**src/rtl/eesq_pkg.sv**
```systemverilog
// Overview of operation
// Erase the whole array, or one, four or eight words per operation.
// Control bits 1:0 select how many words an erase covers.
// Software programs the erase size before starting a partial erase.
// Software loads the target address into page and working registers first.
// Software may clear the done flag and unmask its interrupt beforehand.
// Software writes the unlock keys immediately before setting the start bit.
// Start after a valid unlock launches the erase with the configured size.
// Start bit reads high during erase; completion sets the done flag.
// Single-word erase uses control value 0x4058 before the unlock sequence.
// Software blocks interrupts so key and start writes stay back to back.
// A start write without the complete unlock just before is ignored.
package eesq_pkg;
  localparam logic [7:0] OFS_CTRL = 8'h00;
  localparam logic [7:0] OFS_PAGE = 8'h04;
  localparam logic [7:0] OFS_WORK = 8'h08;
  localparam logic [7:0] OFS_KEY = 8'h0c;
  localparam logic [7:0] OFS_STAT = 8'h10;
  localparam logic [7:0] OFS_MASK = 8'h14;
  localparam int CTRL_START = 15;
  localparam int CTRL_WREN = 14;
  localparam int CTRL_ERASE = 6;
  localparam logic [14:0] CTRL_RST = 15'h0000;
  localparam logic [1:0] SIZE_ONE = 2'h0;
  localparam logic [1:0] SIZE_FOUR = 2'h1;
  localparam logic [1:0] SIZE_EIGHT = 2'h2;
  localparam logic [1:0] SIZE_ALL = 2'h3;
  localparam logic [15:0] KEY_FIRST = 16'h0055;
  localparam logic [15:0] KEY_SECOND = 16'h00aa;
  localparam int STAT_DONE = 0;
  localparam int STAT_REFUSED = 1;
  localparam int ADDR_W = 8;
  localparam int CLK_MHZ = 20;
  localparam int ERASE_WORD_NS = 4000;
  localparam int ERASE_CYC = (ERASE_WORD_NS * CLK_MHZ + 999) / 1000;
  localparam logic [12:0] ERASE_CYC_M1 = 13'(ERASE_CYC - 1);
  typedef enum logic [1:0] {KEY_IDLE, KEY_HALF, KEY_ARMED} eesq_key_t;
  typedef enum logic {ENG_IDLE, ENG_PULSE} eesq_eng_t;
endpackage

```
**src/rtl/eesq_eraser.sv**
```systemverilog
`timescale 1ns/1ps
module eesq_eraser (
  // Clock and reset.
  input wire logic pclk,
  input wire logic presetn,
  // Launch request.
  input wire logic start,
  input wire logic [7:0] base,
  input wire logic [8:0] words,
  // Progress.
  output logic busy_q,
  output logic done_q,
  // Array erase port.
  output logic ee_erase_q,
  output logic [7:0] ee_addr_q
);
  eesq_pkg::eesq_eng_t st_q, st_d;
  logic [12:0] cyc_q, cyc_d;
  logic [8:0] left_q, left_d;
  logic busy_d, done_d, erase_d;
  logic [7:0] addr_d;

  // Each word gets a full erase pulse, then the address steps on.
  always_comb
  begin
    st_d = st_q;
    cyc_d = cyc_q;
    left_d = left_q;
    busy_d = busy_q;
    done_d = 1'b0;
    erase_d = ee_erase_q;
    addr_d = ee_addr_q;
    case (st_q)
      eesq_pkg::ENG_IDLE:
      begin
        if (start)
        begin
          st_d = eesq_pkg::ENG_PULSE;
          cyc_d = eesq_pkg::ERASE_CYC_M1;
          left_d = words;
          addr_d = base;
          busy_d = 1'b1;
          erase_d = 1'b1;
        end
      end
      eesq_pkg::ENG_PULSE:
      begin
        if (cyc_q != 13'h0000)
          cyc_d = cyc_q - 13'h0001;
        else if (left_q == 9'h001)
        begin
          st_d = eesq_pkg::ENG_IDLE;
          busy_d = 1'b0;
          erase_d = 1'b0;
          done_d = 1'b1;
        end
        else
        begin
          cyc_d = eesq_pkg::ERASE_CYC_M1;
          left_d = left_q - 9'h001;
          addr_d = ee_addr_q + 8'h01;
        end
      end
      default: st_d = eesq_pkg::ENG_IDLE;
    endcase
  end

  always_ff @(posedge pclk or negedge presetn)
  begin
    if (!presetn)
    begin
      st_q <= eesq_pkg::ENG_IDLE;
      cyc_q <= 13'h0000;
      left_q <= 9'h000;
      busy_q <= 1'b0;
      done_q <= 1'b0;
      ee_erase_q <= 1'b0;
      ee_addr_q <= 8'h00;
    end
    else
    begin
      st_q <= st_d;
      cyc_q <= cyc_d;
      left_q <= left_d;
      busy_q <= busy_d;
      done_q <= done_d;
      ee_erase_q <= erase_d;
      ee_addr_q <= addr_d;
    end
  end
endmodule

```
**src/rtl/eesq_top.sv**
```systemverilog
`timescale 1ns/1ps
module eesq_top (
  // Clock and reset.
  input wire logic pclk,
  input wire logic presetn,
  // APB slave.
  input wire logic psel,
  input wire logic penable,
  input wire logic pwrite,
  input wire logic [31:0] paddr,
  input wire logic [31:0] pwdata,
  output logic [31:0] prdata_q,
  output logic pready_q,
  output logic pslverr_q,
  // Interrupt.
  output logic irq_q,
  // Array erase port.
  output logic ee_erase_q,
  output logic [7:0] ee_addr_q,
  output logic [7:0] ee_page_q
);
  logic [14:0] ctrl_q, ctrl_d;
  logic [7:0] page_q, page_d;
  logic [15:0] work_q, work_d;
  logic [1:0] stat_q, stat_d, mask_q, mask_d;
  eesq_pkg::eesq_key_t key_q, key_d;
  logic launch_q, launch_d;
  logic [7:0] base_q, base_d;
  logic [8:0] words_q, words_d;
  logic [31:0] prdata_d;
  logic pready_d, pslverr_d, irq_d;
  logic eng_busy, eng_done;
  logic acc, done_wr, mapped;
  logic [7:0] ofs;
  logic [1:0] size;
  logic [7:0] align;
  logic wr_ctrl, start_req, armed_ok;

  assign ofs = paddr[7:0];
  assign acc = psel && penable && !pready_q;
  assign done_wr = psel && penable && pready_q;
  assign mapped = (paddr[31:8] == 24'h000000) && (ofs == eesq_pkg::OFS_CTRL
    || ofs == eesq_pkg::OFS_PAGE || ofs == eesq_pkg::OFS_WORK || ofs == eesq_pkg::OFS_KEY
    || ofs == eesq_pkg::OFS_STAT || ofs == eesq_pkg::OFS_MASK);
  assign wr_ctrl = done_wr && pwrite && mapped && ofs == eesq_pkg::OFS_CTRL;
  assign start_req = wr_ctrl && pwdata[eesq_pkg::CTRL_START];
  assign size = pwdata[1:0];
  assign armed_ok = key_q == eesq_pkg::KEY_ARMED && !eng_busy && !launch_q
    && pwdata[eesq_pkg::CTRL_WREN] && pwdata[eesq_pkg::CTRL_ERASE];

  // Base address is aligned down to the block that the size selects.
  always_comb
  begin
    case (size)
      eesq_pkg::SIZE_FOUR: align = 8'hfc;
      eesq_pkg::SIZE_EIGHT: align = 8'hf8;
      eesq_pkg::SIZE_ALL: align = 8'h00;
      default: align = 8'hff;
    endcase
  end

  // Register file, unlock tracking and launch.
  always_comb
  begin
    ctrl_d = ctrl_q;
    page_d = page_q;
    work_d = work_q;
    mask_d = mask_q;
    stat_d = stat_q;
    key_d = key_q;
    launch_d = 1'b0;
    base_d = base_q;
    words_d = words_q;
    pready_d = 1'b0;
    pslverr_d = 1'b0;
    prdata_d = prdata_q;
    if (acc)
    begin
      pready_d = 1'b1;
      pslverr_d = !mapped;
      prdata_d = 32'h00000000;
      case (ofs)
        eesq_pkg::OFS_CTRL: prdata_d = {16'h0000, eng_busy | launch_q, ctrl_q};
        eesq_pkg::OFS_PAGE: prdata_d = {24'h000000, page_q};
        eesq_pkg::OFS_WORK: prdata_d = {16'h0000, work_q};
        eesq_pkg::OFS_STAT: prdata_d = {30'h00000000, stat_q};
        eesq_pkg::OFS_MASK: prdata_d = {30'h00000000, mask_q};
        default: prdata_d = 32'h00000000;
      endcase
      if (!mapped)
        prdata_d = 32'h00000000;
    end
    if (done_wr && !pwrite && mapped && ofs == eesq_pkg::OFS_STAT)
      stat_d = 2'h0;
    if (done_wr && pwrite && mapped)
    begin
      key_d = eesq_pkg::KEY_IDLE;
      case (ofs)
        eesq_pkg::OFS_CTRL: ctrl_d = pwdata[14:0];
        eesq_pkg::OFS_PAGE: page_d = pwdata[7:0];
        eesq_pkg::OFS_WORK: work_d = pwdata[15:0];
        eesq_pkg::OFS_MASK: mask_d = pwdata[1:0];
        eesq_pkg::OFS_KEY:
        begin
          if (pwdata[15:0] == eesq_pkg::KEY_FIRST)
            key_d = eesq_pkg::KEY_HALF;
          else if (pwdata[15:0] == eesq_pkg::KEY_SECOND && key_q == eesq_pkg::KEY_HALF)
            key_d = eesq_pkg::KEY_ARMED;
        end
        default: key_d = eesq_pkg::KEY_IDLE;
      endcase
    end
    if (start_req && armed_ok)
    begin
      launch_d = 1'b1;
      base_d = work_q[7:0] & align;
      case (size)
        eesq_pkg::SIZE_FOUR: words_d = 9'h004;
        eesq_pkg::SIZE_EIGHT: words_d = 9'h008;
        eesq_pkg::SIZE_ALL: words_d = 9'h100;
        default: words_d = 9'h001;
      endcase
    end
    if (start_req && !armed_ok)
      stat_d[eesq_pkg::STAT_REFUSED] = 1'b1;
    if (eng_done)
      stat_d[eesq_pkg::STAT_DONE] = 1'b1;
    irq_d = |(stat_q & mask_q);
  end

  always_ff @(posedge pclk or negedge presetn)
  begin
    if (!presetn)
    begin
      ctrl_q <= eesq_pkg::CTRL_RST;
      page_q <= 8'h00;
      work_q <= 16'h0000;
      stat_q <= 2'h0;
      mask_q <= 2'h0;
      key_q <= eesq_pkg::KEY_IDLE;
      launch_q <= 1'b0;
      base_q <= 8'h00;
      words_q <= 9'h000;
      prdata_q <= 32'h00000000;
      pready_q <= 1'b0;
      pslverr_q <= 1'b0;
      irq_q <= 1'b0;
      ee_page_q <= 8'h00;
    end
    else
    begin
      ctrl_q <= ctrl_d;
      page_q <= page_d;
      work_q <= work_d;
      stat_q <= stat_d;
      mask_q <= mask_d;
      key_q <= key_d;
      launch_q <= launch_d;
      base_q <= base_d;
      words_q <= words_d;
      prdata_q <= prdata_d;
      pready_q <= pready_d;
      pslverr_q <= pslverr_d;
      irq_q <= irq_d;
      ee_page_q <= launch_d ? page_q : ee_page_q;
    end
  end

  eesq_eraser u_eraser (
    .pclk(pclk),
    .presetn(presetn),
    .start(launch_q),
    .base(base_q),
    .words(words_q),
    .busy_q(eng_busy),
    .done_q(eng_done),
    .ee_erase_q(ee_erase_q),
    .ee_addr_q(ee_addr_q)
  );
endmodule

```
**config.mk**
```make
export PLATFORM = sky130hd
export DESIGN_NAME = eesq_top
export DESIGN_NICKNAME = d
export VERILOG_FILES = /design/src/rtl/eesq_pkg.sv /design/src/rtl/eesq_eraser.sv /design/src/rtl/eesq_top.sv
export SDC_FILE = /design/constraint.sdc
export NUM_CORES = 1
export LEC_CHECK = 0
export ABC_CLOCK_PERIOD_IN_PS = 4030
export BUFFER_PORTS_ARGS = -buffer_cell sky130_fd_sc_hd__buf_2
export CAP_MARGIN = 5
export CORE_AREA = 8 8 107 109
export CTS_BUF_LIST = sky130_fd_sc_hd__clkbuf_4 sky130_fd_sc_hd__clkbuf_8
export DETAILED_ROUTE_END_ITERATION = 8
export DIE_AREA = 0 0 115 117
export PLACE_DENSITY = 0.86
export RECOVER_POWER = 100
export SLEW_MARGIN = 30
export SYNTH_ARGS = -nofsm -noshare
export SYNTH_HDL_FRONTEND = slang
export SYNTH_SLANG_ARGS = --single-unit
```
**constraint.sdc**
```tcl
create_clock -name pclk -period 4.03 [get_ports pclk]
set_input_delay 0.403 -clock pclk [delete_from_list [all_inputs] [get_ports pclk]]
set_output_delay 0.403 -clock pclk [all_outputs]
set_load 0.03 [all_outputs]
```
# Word-level counts from Yosys, hierarchy flattened

Cells that the tools add are included.

Register bits after elaboration: 139
Input port bits: 69

Muxes and demuxes: 36
Reduce and logical (&&, ||, !) cells: 42
Bitwise operators: 4
Equal/unequal tests: 18
Add/subtract/negate cells: 3

Operators with widths:

| kind                                                                    | number |
|---|---|
| 16-bit one-hot mux with 5 select lines                                  | 1 |
| 13-bit two-way mux                                                      | 3 |
| 32-bit two-way mux                                                      | 1 |
| 9-bit two-way mux                                                       | 3 |
| 9-bit one-hot mux with 3 select lines                                   | 1 |
| 13-bit one-hot mux with 2 select lines                                  | 1 |
| 24-bit zero test                                                        | 1 |
| 8-bit two-way mux                                                       | 3 |
| 8-bit one-hot mux with 3 select lines                                   | 1 |
| 1-bit logical AND                                                       | 18 |
| 9-bit one-hot mux with 2 select lines                                   | 1 |
| 16-bit by 7-bit equality test with 1-bit output (second input constant) | 1 |
| 16-bit by 8-bit equality test with 1-bit output (second input constant) | 1 |
| 8-bit by 4-bit equality test with 1-bit output (second input constant)  | 2 |
| 8-bit by 5-bit equality test with 1-bit output (second input constant)  | 2 |
| 8-bit one-hot mux with 2 select lines                                   | 1 |
| 1-bit two-way mux                                                       | 14 |
| 13-bit nonzero test                                                     | 1 |
| 13-bit by 1-bit subtractor with 13-bit output (second input constant)   | 1 |
| 2-bit AND reduction                                                     | 5 |
| 9-bit by 1-bit equality test with 1-bit output (second input constant)  | 1 |
| 9-bit by 1-bit subtractor with 9-bit output (second input constant)     | 1 |
| 8-bit by 1-bit adder with 8-bit output (second input constant)          | 1 |
| 8-bit AND                                                               | 1 |
| other kinds (16)                                                        | 37 |

# Longest topological paths before layout

Depth after elaboration: 12
Gate-level depth with buffers: 8
Depth with buffers taken out: 7

# Cells and area by module

A second synthesis with hierarchy kept.

Cell total of the unflattened synthesis: 539
Area total of the unflattened synthesis: 5,939.4 um^2

Modules (own cells, without submodules):

| module      | cells each | area an instance (um^2) | times used | seq. area each (um^2) |
|---|---|---|---|---|
| eesq_top    | 325        | 3,971.3                 | 1          | 2,127.0 |
| eesq_eraser | 214        | 1,968.1                 | 1          | 825.8 |

# Least setup slack after synthesis

Ideal clock, no wire load.

Kind: input to register
Start point: in paddr[0]
End point: reg work_q[10]
Setup time: 0.125 ns
Stages on the path: 6
Arrival time: 2.275 ns
Setup slack: 1.630 ns
Buffers on the path: 1
Path through: or4_4 nor2_4 nand4_1 nor2_1 buf_2 mux2_2

Word-level cells in the longest chain between the ends: 9
Elaborated cells on any way between the ends: 14
Those cells by class: 5 x eq/ne; 9 x reduce/logical

Ends and longest elaborated chain:

| element                                                                           | line                           | RTL |
|---|---|---|
| start, declared                                                                   | eesq_top.sv:10                 | `input wire logic [31:0] paddr,` |
| 8-bit by 3-bit equality test with 1-bit output or 8-bit zero test (tied branches) | eesq_top.sv:43, eesq_top.sv:42 |  |
| 1-bit logical OR (3 in series)                                                    | eesq_top.sv:43                 | `\|\| ofs == eesq_pkg::OFS_PAGE \|\| ofs == eesq_pkg::OFS_WORK \|\| ofs == eesq_pkg::OFS_KEY` |
| 1-bit logical OR (2 in series)                                                    | eesq_top.sv:44                 | `\|\| ofs == eesq_pkg::OFS_STAT \|\| ofs == eesq_pkg::OFS_MASK);` |
| 1-bit logical AND                                                                 | eesq_top.sv:42                 | `assign mapped = (paddr[31:8] == 24'h000000) && (ofs == eesq_pkg::OFS_CTRL` |
| 1-bit logical AND                                                                 | eesq_top.sv:95                 | `if (done_wr && pwrite && mapped)` |
| 2-bit AND reduction (no source line) (*)                                          | -                              |  |
| end signal, assigned                                                              | eesq_top.sv:154                | `work_q <= work_d;` |
| end, declared                                                                     | eesq_top.sv:24                 | `logic [15:0] work_q, work_d;` |

Mark *: on every way between the ends. The rest lies on a longest branch, timed or not.
A chain may end at the register's enable or synchronous reset.

# Final worst setup path

Start point: in paddr[0]
End point: reg ee_page_q[7]

Word-level cells in the longest chain between the ends: 12
Elaborated cells on any way between the ends: 17
Those cells by class: 5 x eq/ne; 1 x mux; 11 x reduce/logical

Ends and longest elaborated chain:

| element                                                                           | line                                           | RTL |
|---|---|---|
| 8-bit by 3-bit equality test with 1-bit output or 8-bit zero test (tied branches) | eesq_top.sv:43, eesq_top.sv:42, eesq_top.sv:45 |  |
| 1-bit logical OR (3 in series)                                                    | eesq_top.sv:43                                 |  |
| 1-bit logical OR (2 in series)                                                    | eesq_top.sv:44                                 |  |
| 1-bit logical AND                                                                 | eesq_top.sv:42                                 |  |
| 1-bit logical AND                                                                 | eesq_top.sv:45                                 | `assign wr_ctrl = done_wr && pwrite && mapped && ofs == eesq_pkg::OFS_CTRL;` |
| 1-bit logical AND (*)                                                             | eesq_top.sv:45                                 |  |
| 1-bit logical AND (*)                                                             | eesq_top.sv:46                                 | `assign start_req = wr_ctrl && pwdata[eesq_pkg::CTRL_START];` |
| 1-bit logical AND (*)                                                             | eesq_top.sv:113                                | `if (start_req && armed_ok)` |
| 1-bit two-way mux (*)                                                             | eesq_top.sv:113                                |  |
| end signal, assigned                                                              | eesq_top.sv:165                                | `ee_page_q <= launch_d ? page_q : ee_page_q;` |
| end, declared                                                                     | eesq_top.sv:20                                 | `output logic [7:0] ee_page_q` |

Marks and branches as above.

==> run metrics <==
final slew viol count 50; total of max-cap violations 1; clock buffer depth 2; clock network power share 47.9%; setup violation total in the final timing report 0; P per Cell Area 376 nW/um2; flip-flop and latch area 2950 um2; Yosys reg bits 118; status finished, violations left; Fill cells 792; Reg power frac 47.8%; GRT Util Overall 23.4%; CTS Buf Count 17; Sw Share 22.8%; worst-margin pin slew 2.70 ns; Min-Delay Path Depth 2; H-tree Lvls 4; Data required, critical path 4.34 ns; Max Fclk 308 MHz; multi-input logic area 2560 um2; Post-CTS Hold Buffers 0; first-pass GRT wire length 24.4 mm; Overflow after GRT 0; Cells after Synth 528; initial core utilization 58.1%; setup bufs post-CTS 0; clk sink count 118; synthesized area 5750 um2; period utilization 80.5%; yosys synthesis warning count 0; number of flops mapped to enable cells by yosys 0; Die Y 117 um; r2r worst-path depth 6; Tmin final 3.24 ns; failing checks capacitance limit, slew limit; Logic pwr share 4.3%; num ports 121; CP Capture Type flop; worst relative slew slack -80.1%; crit path DAT 3.55 ns; leakage 3.14 nW; post-layout util 66.5%; drt pass-1 iters 6; synthesized area per cell 10.9 um2; Worst VDD drop 0.000267 V; Cell Int Power 0.00191 W; Clock Pin Slew Worst Setup and Hold Paths 0.07 ns; antenna-violating nets left 0; post-CTS sizing 0; row cnt 37; vias in the first global route 4,757; FFs w/ async S/R, synth 100%; Final nets 691; RSZ-0062 raised after global routing false; root buf cell clkbuf_8; Post-Route WL 15.1 mm; Iter 0 DRT Violations 299; switching pwr 0.000566 W; vias 4,712; latest clock arrival within the worst-skew pair 0.44 ns; most frequent cells in the layout dfrtp_1, buf_2, mux2_2, o21ai_0, nand2_1; unique cell type count in the Yosys netlist 67; drt wl/cell 19.7 um; Main synth FF type dfrtp_1; CP startpoint kind primary input; Worst Hold Class primary input to flop; Seq/Total Area, Yosys 51.3%; vias per cell 6.14; Core ar. 9910 um2; antenna cells 0; Setup Skew 0.0114 ns; Final Hold Vio Count 0; WS Path Type primary input to flop; CTS tree done; Die Wd 115 um; detailed-placement wirelength estimate 10.0 mm; Setup Total Neg Slack 0 ns; initial antenna violation count 0; routability cong. 0.843; Area growth, synth to finish 14.5%; pin count of the biggest net entering global routing 50; share of layout cells above drive strength 1 23.0%; CP Max Fanout 27; Buffers on Ports 88; DRC viols 0; commonest non-fill, non-tap cell in the layout dfrtp_1; DIE AREA 13,500 um2
[state kept, by name (all words and copies together) (netlist names), 2 cells and up]
| name | cells |
|---|---|
| stat_q | 2 |
| page_q | 8 |
| ctrl_q | 15 |
| u_eraser.left_q | 9 |
| key_q | 2 |
| u_eraser.cyc_q | 13 |
| words_q | 4 |
| u_eraser.ee_addr_q | 8 |
| base_q | 8 |
| work_q | 16 |
| prdata_q | 16 |
| ee_page_q | 8 |
| mask_q | 2 |
[through the flow]
stage	power [W]	cell area [um2]	hold slack, ns	setup slack [ns]	instances
after floorplan	0.00126	5810	0.107	1.63	543
after global placement	0.00131	6260	0.439	1.05	735
after detailed placement	0.00131	6260	0.439	1.02	735
after CTS	0.00249	6700	0.00223	1.32	767
after global routing	0.00255	6590	0.209	0.668	767
final	0.00248	6590	0.227	0.787	767
[power by group through the flow]
stage / sequential [W] / combinational (W) / clock [W]
floorplan: 0.00121 / 0.0000501 / 0
global placement: 0.00121 / 0.000103 / 0
detailed placement: 0.00121 / 0.000107 / 0
CTS: 0.00119 / 0.000108 / 0.00120
global route: 0.00119 / 0.000116 / 0.00125
finish: 0.00119 / 0.000105 / 0.00119
[cell families (layout without fill, tap and decap cells)]
kind of cell    Yosys count  count (layout)  share of synthesized area [%]
simple gates            180             180                           18.0
flops                   118             118                           51.3
xor+xnor                  8               8                           1.22
mux                      56              56                           11.4
other cells               1              16                         0.0652
fa+ha+maj                 4               4                          0.870
buf+inv                  48             136                           4.41
compound gates          113             113                           12.7
[worst max-delay path, stage by stage]
cell      delay (ns)
buf_2           0.09
or4_1           0.63
nor2_1          0.56
nand4_4         0.13
clkbuf_1        0.61
or2_1           0.70
mux2_1          0.41
[per-layer routing]
layer / routed length (um) / global-route usage (%) / vias up
met5: 0 / 0 / -
met4: 359 / 9.72 / 0
met3: 843 / 5.28 / 35
met2: 7940 / 40.8 / 194
met1: 5930 / 27.4 / 2380
li1: - / - / 2103
[cell usage after synthesis, drive strengths merged (8+ instances only)]
library cell	number	share of area, %
a21oi	12	1.0
and3	8	0.87
buf	23	2.8
clkbuf	17	1.1
dfrtp	118	51
mux2	52	10
nand2	45	2.9
nand2b	10	1.1
nor2	27	1.9
nor3	10	0.87
nor4	18	2.3
o21ai	46	4.1
o31ai	9	1.2
xor2	8	1.2
[path summary, 6_finish.rpt]
kind / endpoint / startpoint / slack (ns)
worst max register to register: ee_page_q[7]$_DFFE_PN0P_ / pready_q$_DFF_PN0_ / 0.92
min in group asynchronous: u_eraser.cyc_q[6]$_DFFE_PN0P_ / presetn / 0.82
max in group asynchronous: page_q[1]$_DFFE_PN0P_ / presetn / 1.32
worst min register to register: stat_q[0]$_DFFE_PN0P_ / u_eraser.done_q$_DFF_PN0_ / 0.48
worst max-delay path: ee_page_q[7]$_DFFE_PN0P_ / paddr[0] / 0.79
worst min-delay path: work_q[12]$_DFFE_PN0P_ / pwdata[12] / 0.23
[layout make-up]
cell class / instances / area share, %
clock buffers: 19 / 3.97
flip-flops and latches: 118 / 44.8
clock inverters: 13 / 2.71
inverters: 8 / 0.456
multi-input cells: 377 / 38.9
repair buffers: 96 / 6.57
well taps: 136 / 2.58
No activity file was read; power rests on OpenSTA's default activity.
